[config.mk]
export PLATFORM = sky130hd
export DESIGN_NAME = eeprom_page_host
export DESIGN_NICKNAME = d
export VERILOG_FILES = /design/src/eeprom_host_pkg.sv /design/src/byte_stream_if.sv /design/src/stream_fifo.sv /design/src/eeprom_page_host.sv
export SDC_FILE = /design/constraint.sdc
export NUM_CORES = 1
export LEC_CHECK = 0
export ABC_AREA = 1
export CAP_MARGIN = 25
export CORE_MARGIN = 5
export CORE_UTILIZATION = 37
export DETAILED_ROUTE_END_ITERATION = 8
export DONT_BUFFER_PORTS = 1
export MAX_ROUTING_LAYER = met4
export PLACE_DENSITY = 0.63
export SYNTH_ARGS = -nofsm -noshare
export SYNTH_HDL_FRONTEND = slang
export SYNTH_HIERARCHICAL = 1
export SYNTH_SLANG_ARGS = --single-unit
[constraint.sdc]
create_clock -name clk -period 3.2 [get_ports clk]
set_clock_uncertainty 0.05 [all_clocks]
set_input_delay 0.48 -clock clk [delete_from_list [all_inputs] [get_ports clk]]
set_output_delay 0.48 -clock clk [all_outputs]
set_load 0.03 [all_outputs]
[src/eeprom_host_pkg.sv]
// Constants and types shared by the parallel EEPROM page-write host.
// Assumes a 50 MHz system clock; all timing counts derive from it.
package eeprom_host_pkg;
  // ==========================================================
  // Widths
  localparam int ADDR_W = 13;
  localparam int DATA_W = 8;
  localparam int PAGE_BITS = 5;
  localparam int PAGE_BYTES = 32;
  localparam int FIFO_DEPTH = 8;
  localparam int CNT_W = 20;

  // ==========================================================
  // Timing in own units and derived cycle counts
  localparam int CLK_MHZ = 50;
  localparam int STROBE_NS = 200;
  localparam int SETUP_NS = 100;
  localparam int HOLD_NS = 150;
  localparam int BYTE_LOAD_INTERVAL_US = 30;
  localparam int PAGE_LOAD_TIMEOUT_US = 100;
  localparam int PROGRAM_CYCLE_TIME_MS = 10;
  localparam int READ_ACCESS_NS = 250;
  localparam int STROBE_CYC = (STROBE_NS * CLK_MHZ + 999) / 1000;
  localparam int SETUP_CYC = (SETUP_NS * CLK_MHZ + 999) / 1000;
  localparam int HOLD_CYC = (HOLD_NS * CLK_MHZ + 999) / 1000;
  localparam int READ_CYC = (READ_ACCESS_NS * CLK_MHZ + 999) / 1000 + 2;
  localparam int LOAD_GAP_CYC = BYTE_LOAD_INTERVAL_US * CLK_MHZ;
  localparam int CLOSE_CYC = PAGE_LOAD_TIMEOUT_US * CLK_MHZ;
  localparam int PROG_CYC = PROGRAM_CYCLE_TIME_MS * 1000 * CLK_MHZ;

  // ==========================================================
  // Host sequencer states
  typedef enum logic [7:0] {
    ST_IDLE  = 8'h01,
    ST_SETUP = 8'h02,
    ST_STRB  = 8'h04,
    ST_HOLD  = 8'h08,
    ST_GAP   = 8'h10,
    ST_CLOSE = 8'h20,
    ST_POLL  = 8'h40,
    ST_WAIT  = 8'h80
  } host_state_type;
endpackage : eeprom_host_pkg

[src/byte_stream_if.sv]
// Valid/ready carrier for address/data words inside the host.
// Assumes one clock domain; the producer owns valid and payload.
interface byte_stream_if #(parameter int WIDTH = 21);
  logic             valid;
  logic             ready;
  logic [WIDTH-1:0] payload;
  modport source (output valid, output payload, input ready);
  modport sink   (input valid, input payload, output ready);
endinterface : byte_stream_if

[src/stream_fifo.sv]
// Synchronous FIFO with valid/ready on both sides.
// Assumes a single clock and a synchronous active-high reset.
module stream_fifo #(
  parameter int WIDTH = 21,
  parameter int DEPTH = 8
) (
  input  wire logic   clk,
  input  wire logic   sys_rst,
  byte_stream_if.sink   in_s,
  byte_stream_if.source out_s
);
  localparam int PW = $clog2(DEPTH);
  logic [WIDTH-1:0] mem [DEPTH];
  logic [PW-1:0]    wr_q, wr_d, rd_q, rd_d;
  logic [PW:0]      cnt_q, cnt_d;
  logic             push, pop;

  // ==========================================================
  // Pointer and fill next values
  always_comb
  begin
    push = in_s.valid && in_s.ready;
    pop  = out_s.valid && out_s.ready;
    wr_d = push ? PW'(wr_q + 1'b1) : wr_q;
    rd_d = pop ? PW'(rd_q + 1'b1) : rd_q;
    cnt_d = cnt_q + (PW+1)'(push) - (PW+1)'(pop);
  end

  always_ff @(posedge clk)
  begin
    if (sys_rst)
    begin
      wr_q  <= '0;
      rd_q  <= '0;
      cnt_q <= '0;
    end
    else
    begin
      wr_q  <= wr_d;
      rd_q  <= rd_d;
      cnt_q <= cnt_d;
    end
  end

  // Storage array
  always_ff @(posedge clk)
  begin
    if (push)
      mem[wr_q] <= in_s.payload;
  end

  assign in_s.ready    = (cnt_q != (PW+1)'(DEPTH)); // Full stalls producer
  assign out_s.valid   = (cnt_q != '0);
  assign out_s.payload = mem[rd_q];
endmodule : stream_fifo

[src/eeprom_page_host.sv]
// Host controller driving a parallel EEPROM page write over its pins.
// Assumes the EEPROM pins are external; inputs from pins are synchronised.
module eeprom_page_host
  import eeprom_host_pkg::*;
(
  input  wire logic                                  clk,
  input  wire logic                                  sys_rst,
  input  wire logic                                  host_stable,
  input  wire logic                                  use_polling,
  input  wire logic                                  wr_valid,
  input  wire logic [eeprom_host_pkg::ADDR_W-1:0]    wr_addr,
  input  wire logic [eeprom_host_pkg::DATA_W-1:0]    wr_data,
  input  wire logic                                  wr_last,
  output logic                                       wr_ready,
  output logic                                       busy,
  output logic                                       page_done,
  output logic [eeprom_host_pkg::ADDR_W-1:0]         address_lines,
  output logic [eeprom_host_pkg::DATA_W-1:0]         data_out,
  output logic                                       data_oe_n,
  input  wire logic [eeprom_host_pkg::DATA_W-1:0]    data_in,
  input  wire logic                                  rdy_busy_in,
  output logic                                       chip_sel_n,
  output logic                                       out_en_n,
  output logic                                       wr_strobe_n
);
  import eeprom_host_pkg::*;

  // Buffered word: page-end marker, address, data
  localparam int PW = ADDR_W + DATA_W + 1;
  // Last chain start keeps the next strobe fall inside the load interval
  localparam int CHAIN_CYC = LOAD_GAP_CYC - SETUP_CYC - HOLD_CYC - 3;

  byte_stream_if #(.WIDTH(PW)) in_if ();
  byte_stream_if #(.WIDTH(PW)) out_if ();

  host_state_type          st_q, st_d;
  logic [CNT_W-1:0]        cnt_q, cnt_d;
  logic [23:0]             prog_q, prog_d;
  logic [5:0]              nbytes_q, nbytes_d;
  logic [ADDR_W-1:0]       addr_q, addr_d;
  logic [DATA_W-1:0]       dout_q, dout_d;
  logic                    last_bit_q, last_bit_d;
  logic                    oe_q, oe_d, cs_q, cs_d, we_q, we_d, doe_q, doe_d;
  logic                    done_q, done_d, last_q, last_d;
  logic [DATA_W-1:0]       din_s1, din_s2;
  logic                    rb_s1, rb_s2, stable_s1, stable_s2;
  logic                    same_page;

  // ==========================================================
  // Input word buffer
  assign in_if.valid   = wr_valid;
  assign in_if.payload = {wr_last, wr_addr, wr_data}; // Marker travels with its byte
  assign wr_ready      = in_if.ready;

  stream_fifo #(.WIDTH(PW), .DEPTH(FIFO_DEPTH)) u_fifo (
    .clk     (clk),
    .sys_rst (sys_rst),
    .in_s    (in_if.sink),
    .out_s   (out_if.source)
  );

  // ==========================================================
  // Pin synchronisers
  always_ff @(posedge clk)
  begin
    din_s1    <= data_in;
    din_s2    <= din_s1;
    rb_s1     <= rdy_busy_in;
    rb_s2     <= rb_s1;
    stable_s1 <= host_stable;
    stable_s2 <= stable_s1;
  end

  assign same_page = (out_if.payload[PW-2:DATA_W+PAGE_BITS]
                      == addr_q[ADDR_W-1:PAGE_BITS]);

  // ==========================================================
  // Sequencer next state
  always_comb
  begin
    st_d       = st_q;
    cnt_d      = cnt_q + 1'b1;
    prog_d     = prog_q;
    nbytes_d   = nbytes_q;
    addr_d     = addr_q;
    dout_d     = dout_q;
    last_bit_d = last_bit_q;
    cs_d       = 1'b1;
    oe_d       = 1'b1;
    we_d       = 1'b1;
    doe_d      = 1'b1;
    done_d     = 1'b0;
    last_d     = last_q;
    out_if.ready = 1'b0;
    case (st_q)
      ST_IDLE:
      begin
        cnt_d = '0;
        if (stable_s2 && out_if.valid)
        begin
          out_if.ready = 1'b1;
          addr_d   = out_if.payload[PW-2:DATA_W];
          dout_d   = out_if.payload[DATA_W-1:0];
          last_d   = out_if.payload[PW-1];
          nbytes_d = 6'h01;
          st_d     = ST_SETUP;
        end
      end
      ST_SETUP:
      begin
        cs_d  = 1'b0;
        doe_d = 1'b0;
        if (cnt_q >= CNT_W'(SETUP_CYC))
        begin
          we_d  = 1'b0;
          cnt_d = '0;
          st_d  = ST_STRB;
        end
      end
      ST_STRB:
      begin
        cs_d  = 1'b0;
        doe_d = 1'b0;
        we_d  = 1'b0;
        if (cnt_q >= CNT_W'(STROBE_CYC))
        begin
          we_d       = 1'b1;
          last_bit_d = dout_q[DATA_W-1];
          cnt_d      = '0;
          st_d       = ST_HOLD;
        end
      end
      ST_HOLD:
      begin
        cs_d  = 1'b0;
        doe_d = 1'b0;
        if (cnt_q >= CNT_W'(HOLD_CYC))
        begin
          cnt_d = '0;
          st_d  = ST_GAP;
        end
      end
      ST_GAP:
      begin
        // Chain bytes while within the load interval; wait on an empty buffer
        if (!last_q && out_if.valid && same_page && nbytes_q < 6'(PAGE_BYTES)
            && cnt_q < CNT_W'(CHAIN_CYC))
        begin
          out_if.ready = 1'b1;
          addr_d   = out_if.payload[PW-2:DATA_W];
          dout_d   = out_if.payload[DATA_W-1:0];
          last_d   = out_if.payload[PW-1];
          nbytes_d = nbytes_q + 1'b1;
          cnt_d    = '0;
          st_d     = ST_SETUP;
        end
        else if (last_q || (out_if.valid && !same_page) || nbytes_q >= 6'(PAGE_BYTES)
                 || cnt_q >= CNT_W'(CHAIN_CYC))
        begin
          cnt_d = '0;
          st_d  = ST_CLOSE;
        end
      end
      ST_CLOSE:
      begin
        // Let the device close the page on its own
        if (cnt_q >= CNT_W'(CLOSE_CYC))
        begin
          cnt_d  = '0;
          prog_d = '0;
          st_d   = use_polling ? ST_POLL : ST_WAIT;
        end
      end
      ST_POLL:
      begin
        cs_d   = 1'b0;
        oe_d   = 1'b0;
        prog_d = prog_q + 1'b1;
        if (cnt_q >= CNT_W'(READ_CYC))
        begin
          cnt_d = '0;
          if (din_s2[DATA_W-1] == last_bit_q && rb_s2)
          begin
            done_d = 1'b1;
            cs_d   = 1'b1; // Release the read as busy drops
            oe_d   = 1'b1;
            st_d   = ST_IDLE;
          end
          else if (prog_q >= 24'(PROG_CYC))
            st_d = ST_WAIT;
        end
      end
      ST_WAIT:
      begin
        prog_d = prog_q + 1'b1;
        if (prog_q >= 24'(PROG_CYC))
        begin
          done_d = 1'b1;
          st_d   = ST_IDLE;
        end
      end
      default:
        st_d = ST_IDLE;
    endcase
    if (cnt_q == {CNT_W{1'b1}})
      cnt_d = cnt_q;
  end

  // Sequencer registers
  always_ff @(posedge clk)
  begin
    if (sys_rst)
    begin
      st_q       <= ST_IDLE;
      cnt_q      <= '0;
      prog_q     <= '0;
      nbytes_q   <= '0;
      addr_q     <= '0;
      dout_q     <= '0;
      last_bit_q <= 1'b0;
      cs_q       <= 1'b1;
      oe_q       <= 1'b1;
      we_q       <= 1'b1;
      doe_q      <= 1'b1;
      done_q     <= 1'b0;
      last_q     <= 1'b0;
    end
    else
    begin
      st_q       <= st_d;
      cnt_q      <= cnt_d;
      prog_q     <= prog_d;
      nbytes_q   <= nbytes_d;
      addr_q     <= addr_d;
      dout_q     <= dout_d;
      last_bit_q <= last_bit_d;
      cs_q       <= cs_d;
      oe_q       <= oe_d;
      we_q       <= we_d;
      doe_q      <= doe_d;
      done_q     <= done_d;
      last_q     <= last_d;
    end
  end

  // Busy flag, registered from state
  logic busy_q;
  always_ff @(posedge clk)
  begin
    if (sys_rst)
      busy_q <= 1'b0;
    else
      busy_q <= (st_d != ST_IDLE);
  end

  // ==========================================================
  // Outputs other than wr_ready, all from flip-flops
  assign address_lines = addr_q;
  assign data_out      = dout_q;
  assign data_oe_n     = doe_q;
  assign chip_sel_n    = cs_q;
  assign out_en_n      = oe_q;
  assign wr_strobe_n   = we_q;
  assign page_done     = done_q;
  assign busy          = busy_q;
endmodule : eeprom_page_host

==> results.py, run 1 <==
metrics = {
    "run_status": {
        "outcome": "finished, final reports clean",
    },
    "synth": {
        "yosys_warnings": 6,
        "synth_flop_cell": "edfxtp_1",
        "ys_ff_latch": 282,
        "yosysUniqueCellTypes": 48,
        "async_flop_share_pct": 0,
        "synth_edf_count": 176,
        "netlist_area_mm2": 0.0137,
        "yosysSeqAreaShare_pct": 53.9,
        "syn_nets": 1722,
        "syn-mean-instance-area_um2": 8.23,
        "synth_cells": 1670,
    },
    "timing": {
        "worst_pin_slew_ps": 931,
        "finalCritPeriodShare_pct": 93.6,
        "final-hold-violation-count": 0,
        "fin_crit_ps": 3000,
        "fmax_ghz": 0.334,
        "slew_headroom_pct": 37.5,
        "final.setup.tns_ps": 0,
        "setup_slack_ps": 203,
        "setup_violations": 0,
        "maxSlewViolCount": 0,
        "whs_ps": 96.7,
    },
    "layout": {
        "layout-drive-gt1-share_pct": 11.5,
        "nFillCells": 3517,
        "final_area_mm2": 0.0160,
        "area_growth_pct": 16.6,
        "nets": 1784,
    },
    "route": {
        "ant_nets": 0,
        "routed_via_density": 4.72,
        "wl_mm": 32.3,
        "drc": 0,
        "route.vias.total": 10512,
        "wl_per_cell_um": 14.5,
        "firstDrtPassIters": 5,
        "initialDrtViolationCount": 673,
    },
    "setup_path": {
        "r2r_cells": 23,
        "cp-start-kind": "register",
        "endpoint": "u_fifo/cnt_q[1]",
        "path_class": "reg -> reg",
        "r2r-end": "u_fifo/cnt_q[1]",
        "end_kind": "register",
        "path_max_fanout": 6,
        "crit_required_ps": 3600,
        "crit_arrival_ps": 3400,
        "rrSetupSlack_ps": 200,
    },
    "power": {
        "powerDensity_mw_per_mm2": 735,
        "power.leakage_nw": 7.09,
        "peakVddDrop_mv": 0.442,
    },
    "global_routing": {
        "grt-ovfl-total": 0,
        "grt_pass1_wl_mm": 50.9,
        "grt_antenna_before_repair": 2,
        "grt_max_degree": 57,
        "grt_usage_pct": 15.7,
        "grt_pass1_vias": 9736,
    },
    "floorplanning": {
        "die_x_um": 203,
        "dieHeight_um": 203,
        "ios": 64,
        "initial_core_util_pct": 37.6,
        "rows": 70,
        "die_area_mm2": 0.0411,
        "coreArea_mm2": 0.0366,
    },
    "run": {
        "maxCapViolCount": 0,
    },
    "clock_tree": {
        "root_buffer": "clkbuf_16",
        "cts-htree-levels": 2,
        "numCtsBuffers": 34,
        "cts_sinks": 282,
        "cts_max_path_buffers": 3,
        "cts_tree": "built",
        "clock_latency_ps": 520,
        "clkSlewWorstSetupHoldPaths_ps": 60,
    },
    "placed_design": {
        "place_congestion": 0.895,
        "placed_cell_area_mm2": 0.0144,
        "place_ws_ps": -2.83,
        "port_buffers": 0,
        "dp_hpwl_mm": 21.0,
    },
    "hold_path": {
        "min_path_type": "in -> reg",
    },
}
==> final cells by class <==
class	instances	area (um2)	share of cell area [%]
clock inverter	21	205	1.28
timing repair buffer	79	776	4.84
inverter	309	1170	7.28
tap	468	586	3.65
antenna	2	5.00	0.0312
multi-input combinational	1026	4980	31.1
clock buffer	41	897	5.60
sequential	282	7410	46.2
==> registers in the layout, indices dropped and copies added, names as in the netlist, 3 cells and up, named ones only <==
signal,cells
u_fifo/mem,176
prog_q,24
cnt_q,20
address_lines,13
data_out,8
st_q,8
nbytes_q,6
u_fifo/cnt_q,4
u_fifo/rd_q,3
u_fifo/wr_q,3
==> synthesized netlist by cell type, drive strengths merged (15+ instances only) <==
| master | number | area share (%) |
|---|---|---|
| nand2 | 480 | 13 |
| buf | 39 | 1.8 |
| nand3 | 156 | 6.0 |
| nand4 | 37 | 1.8 |
| nor3 | 20 | 0.87 |
| dfxtp | 106 | 15 |
| o21ai | 56 | 2.1 |
| nor2 | 158 | 5.0 |
| inv | 308 | 8.4 |
| a21oi | 47 | 1.8 |
| edfxtp | 176 | 38 |
| ha | 15 | 1.4 |
==> cells by family after synthesis <==
logic type                 count (synthesis)  share of synthesized area, %
and+or+nand+nor                          879                          28.3
buffers and inverters                    362                          10.6
DFF                                      282                          53.9
AOI/OAI and AO/OA                        121                          5.01
adders and majority gates                 16                          1.51
xor gates and xnor gates                  10                         0.637
==> worst min path at each step <==
stage | start | end | slack [ps] | cells past startpoint
2_1_floorplan | din_s1[7] | din_s2[7] | 260 | 0
3_3_place_gp | stable_s1 | stable_s2 | 270 | 0
3_5_place_dp | stable_s1 | stable_s2 | 270 | 0
4_1_cts | use_polling | st_q[6] | 70 | 2
5_1_grt | use_polling | st_q[6] | 90 | 2
6_report | use_polling | st_q[6] | 100 | 2
==> stage by stage <==
| step | util [%] | cells | total power [W] |
|---|---|---|---|
| final | 43.8 | 2228 | 0.0118 |
| after global routing | 43.8 | 2228 | 0.0125 |
| after CTS | 43.1 | 2219 | 0.0117 |
| after detailed placement | 39.4 | 2132 | 0.00780 |
| after global placement | 39.4 | 2132 | 0.00774 |
| after floorplan | - | 1670 | 0.00696 |
==> cell usage in the layout, fill, tap and decap left out, types with 6 or more instances in the layout <==
master,count
nor2_1,126
nand3b_1,11
edfxtp_1,176
clkinv_2,6
buf_6,6
xor2_1,9
o21ai_1,30
inv_2,13
nor2_4,8
inv_1,294
ha_1,14
dfxtp_1,104
o21ai_0,21
nand4_1,35
buf_4,41
clkbuf_16,37
nor3_1,16
dlygate4sd3_1,25
a21oi_1,46
clkinv_1,6
nand2_1,461
nand2_2,18
nor2_2,24
nand3_1,149
==> power by group <==
part	total, W	switching, W	internal [W]
Sequential	0.00454	0.000337	0.00420
Clock	0.00379	0.00153	0.00226
Combinational	0.00345	0.00224	0.00121
Total	0.0118	0.00411	0.00768
==> routing by layer <==
layer	up-vias	global-route usage (%)	wire [um]
met4	0	4.51	709
met2	210	26.7	15800
met5	-	-	0
met3	63	3.37	1760
li1	5446	-	-
met1	4793	19.0	14100
==> worst max-delay path, cell delays in order, from the launching register on <==
cell	delay [ps]
dfxtp_4	420
inv_8	70
clkbuf_16	160
nand2_1	50
nand3_1	60
nand2_1	70
nand2_1	60
nand2_2	110
inv_1	50
nand2_1	50
nand2_1	60
nor2_2	130
nand2_2	90
nor2_4	120
nand3_4	80
o21ai_4	170
buf_6	110
nand2_1	40
nand2_1	80
nand2_2	60
ha_4	160
fa_2	540
inv_2	30
nor2_2	80
==> what timing repair did <==
action | in CTS | in global routing
buffers inserted | 0 | 4
hold buffers | 26 | 0
endpoints found under the hold margin | 208 | 0
endpoints found under the setup margin | 2 | 3
resized for setup | 1 | 35
gates cloned | 0 | 4
pin swaps | 0 | 12
Power figures use the tool's default switching activity.
==> inputs of run 2 (changes only) <==
--- a/config.mk
+++ b/config.mk
@@ -5,14 +5,15 @@
 export SDC_FILE = /design/constraint.sdc
 export NUM_CORES = 1
 export LEC_CHECK = 0
-export ABC_AREA = 1
 export CAP_MARGIN = 25
+export CELL_PAD_IN_SITES_DETAIL_PLACEMENT = 0
+export CELL_PAD_IN_SITES_GLOBAL_PLACEMENT = 2
 export CORE_MARGIN = 5
 export CORE_UTILIZATION = 37
 export DETAILED_ROUTE_END_ITERATION = 8
 export DONT_BUFFER_PORTS = 1
 export MAX_ROUTING_LAYER = met4
-export PLACE_DENSITY = 0.63
+export PLACE_DENSITY = 0.79
 export SYNTH_ARGS = -nofsm -noshare
 export SYNTH_HDL_FRONTEND = slang
 export SYNTH_HIERARCHICAL = 1
==> run 2 against run 1 <==
- the run now ends with negative setup slack left
- cell count fell by 36%
- register-to-register slack got worse by 540 ps
- combinational power fell by 35%
- sequential share of layout area rose by 4.6 points
- flip-flop and latch count did not move
- total power fell by 14%
- fmax fell by 15%
- non-clock buffer count rose by 15
- hold slack got worse by 39 ps
- synthesized area fell by 12%
- final area fell by 9.0%
- largest power group unchanged
- highest routed layer unchanged
==> results.py, run 2 <==
metrics = {
    "setup_path": {
        "rrSetupSlack_ps": -340,
        "cp-start-kind": "register",
        "path_class": "reg -> reg",
        "path_max_fanout": 6,
        "worstPathCellList": "buf_8 > mux4_2 > mux2_4 > xnor2_2 > nand4_1 > or3_4 > o31ai_4 > nor2b_4 > buf_4 > nand2_2 > ha_4 > nand3_1 > a21oi_1 > a31o_2",
        "worst-path-buf-inv": 2,
        "critical_path.max_stage_delay_ps": 500,
        "end_kind": "register",
        "path_delay_family": "simple AND/OR/NAND/NOR gates",
        "crit_required_ps": 3610,
        "cpMaxStageDelayCell": "mux4_2",
        "crit_arrival_ps": 3940,
        "r2r-end": "u_fifo/cnt_q[3]",
        "r2r_cells": 14,
    },
    "route": {
        "wl_per_cell_um": 19.0,
        "ant_nets": 0,
        "drc": 0,
        "wl_mm": 27.0,
        "firstDrtPassIters": 4,
        "route.vias.total": 7373,
        "routed_via_density": 5.17,
        "initialDrtViolationCount": 374,
    },
    "layout": {
        "layout-drive-gt1-share_pct": 21.2,
        "final_util_pct": 44.9,
        "nFillCells": 2869,
        "nets": 1008,
        "largest-register": "u_fifo/mem",
        "final_cell_mix": "edfxtp_1, dfxtp_1, nor2_1",
        "final_area_mm2": 0.0146,
        "seqCellArea_mm2": 0.00741,
        "multi_input_area_mm2": 0.00462,
        "final_common_cell": "edfxtp_1",
        "reg_top3": "u_fifo/mem: 176 flops, prog_q: 24 flops, cnt_q: 20 flops",
        "fin_cells": 1425,
        "largest_reg_flops": 176,
        "area_growth_pct": 20.0,
    },
    "hold_path": {
        "min_path_type": "in -> reg",
        "whs_endpoint": "u_fifo/wr_q[1]",
        "holdPathStages": 2,
        "hp-start": "sys_rst",
    },
    "timing": {
        "final-hold-violation-count": 0,
        "finalCritPeriodShare_pct": 111,
        "fin_crit_ps": 3540,
        "rsz0062_at_grt": "true",
        "slew_headroom_pct": 58.3,
        "setup_slack_ps": -337,
        "setup_violations": 8,
        "worst_pin_slew_ps": 620,
        "fmax_ghz": 0.283,
        "maxSlewViolCount": 0,
    },
    "synth": {
        "synth.most_common_cell": "edfxtp_1",
        "synth_edf_count": 176,
        "synth_cells": 872,
        "yosysUniqueCellTypes": 71,
        "yosysTopAreaCell": "edfxtp_1",
        "yosysSeqAreaShare_pct": 60.9,
        "synth_area_leaders": "edfxtp_1, dfxtp_1, mux4_1",
        "syn-mean-instance-area_um2": 13.9,
        "yosys_warnings": 6,
        "synth_simple_gate_area_share_pct": 11.6,
        "synth_xor_xnor_area_share_pct": 3.24,
        "synth_top_area_share_pct": 43.5,
        "netlist_area_mm2": 0.0122,
        "async_flop_share_pct": 0,
        "synth_compound_area_share_pct": 6.05,
        "synth_top_cells_by_count": "edfxtp_1, dfxtp_1, nor2_1",
        "syn_nets": 924,
        "ys_ff_latch": 282,
        "synth_fa_ha_area_share_pct": 1.71,
        "synth_top_family_by_area": "multiplexers",
        "synth_flop_cell": "edfxtp_1",
        "synthMuxAreaShare_pct": 13.9,
    },
    "placed_design": {
        "placed_cells": 1319,
        "place_congestion": 0.780,
        "dp_hpwl_mm": 16.2,
        "place_ws_ps": -537,
        "port_buffers": 0,
        "placed_cell_area_mm2": 0.0129,
    },
    "clock_tree": {
        "cts_sinks": 282,
        "cts-htree-levels": 1,
        "clkSlewWorstSetupHoldPaths_ps": 60,
        "cts_max_path_buffers": 3,
        "numCtsBuffers": 29,
        "clock_latency_ps": 570,
        "root_buffer": "clkbuf_16",
        "cts_tree": "built",
    },
    "floorplanning": {
        "rows": 66,
        "coreArea_mm2": 0.0325,
        "die_area_mm2": 0.0366,
        "die_x_um": 191,
        "dieHeight_um": 191,
        "ios": 64,
        "initial_core_util_pct": 37.5,
    },
    "run": {
        "maxCapViolCount": 0,
    },
    "global_routing": {
        "grt_usage_pct": 15.2,
        "grt_antenna_before_repair": 4,
        "grt_pass1_wl_mm": 42.7,
        "grt-ovfl-total": 0,
        "grt_pass1_vias": 7552,
        "grt_max_degree": 64,
    },
    "run_status": {
        "outcome": "complete, but fails checks",
        "violations": "negative setup slack",
    },
    "power": {
        "power.leakage_nw": 4.99,
        "powerDensity_mw_per_mm2": 691,
        "peakVddDrop_mv": 0.605,
        "fin_total_pwr_w": 0.0101,
    },
}
## run 2: how the worst max path moves through the flow
stage	cells past startpoint	slack, ps	startpoint	to
finish	14	-340	register	u_fifo/cnt_q[3]
global route	14	-450	register	u_fifo/cnt_q[3]
CTS	12	-310	register	u_fifo/cnt_q[1]
detailed placement	14	-540	register	u_fifo/cnt_q[3]
global placement	14	-410	register	u_fifo/cnt_q[3]
floorplan	16	-660	register	u_fifo/cnt_q[1]
## run 2: logic make-up after synthesis
group,after synthesis
buffers and inverters,64
AOI/OAI and AO/OA,107
adders and majority gates,16
muxes,96
xor gates and xnor gates,45
and+or+nand+nor,262
DFF,282
## run 2: routing by layer
metal	track usage (%)	vias up	wire length (um)	share of wire (%)
met3	3.93	41	1530	5.7
met1	18.9	3649	11700	43
met2	25.2	141	13200	49
met4	3.62	0	604	2.2
met5	-	-	0	0
li1	-	3542	-	-
## run 2: what timing repair did
action	CTS	global route
hold buffers	34	1
pin swaps	6	6
gates cloned	2	0
endpoints found under the hold margin	226	37
resized for setup	22	17
setup endpoints to repair	36	28
buffers inserted	9	4
## run 2: cell type report
cell class                      instances  area share (%)
Clock buffer                           37            5.46
Antenna cell                            4          0.0686
Multi-Input combinational cell        526            31.7
Clock inverter                         17            1.18
Tap cell                              442            3.79
Timing Repair Buffer                   94            6.40
Inverter                               23           0.592
Sequential cell                       282            50.8
## run 2: power by group
group / internal (W) / switching, W
Clock: 0.00200 / 0.00141
Combinational: 0.00112 / 0.00111
Sequential: 0.00415 / 0.000294
Total: 0.00727 / 0.00281
## run 2: through the flow
stage | hold WS (ps) | TNS (ps)
after detailed placement | 271 | -4970
after global routing | 31.5 | -4770
after global placement | 263 | -1950
final | 57.6 | -1510
after CTS | -101 | -1250
after floorplan | 260 | -16720
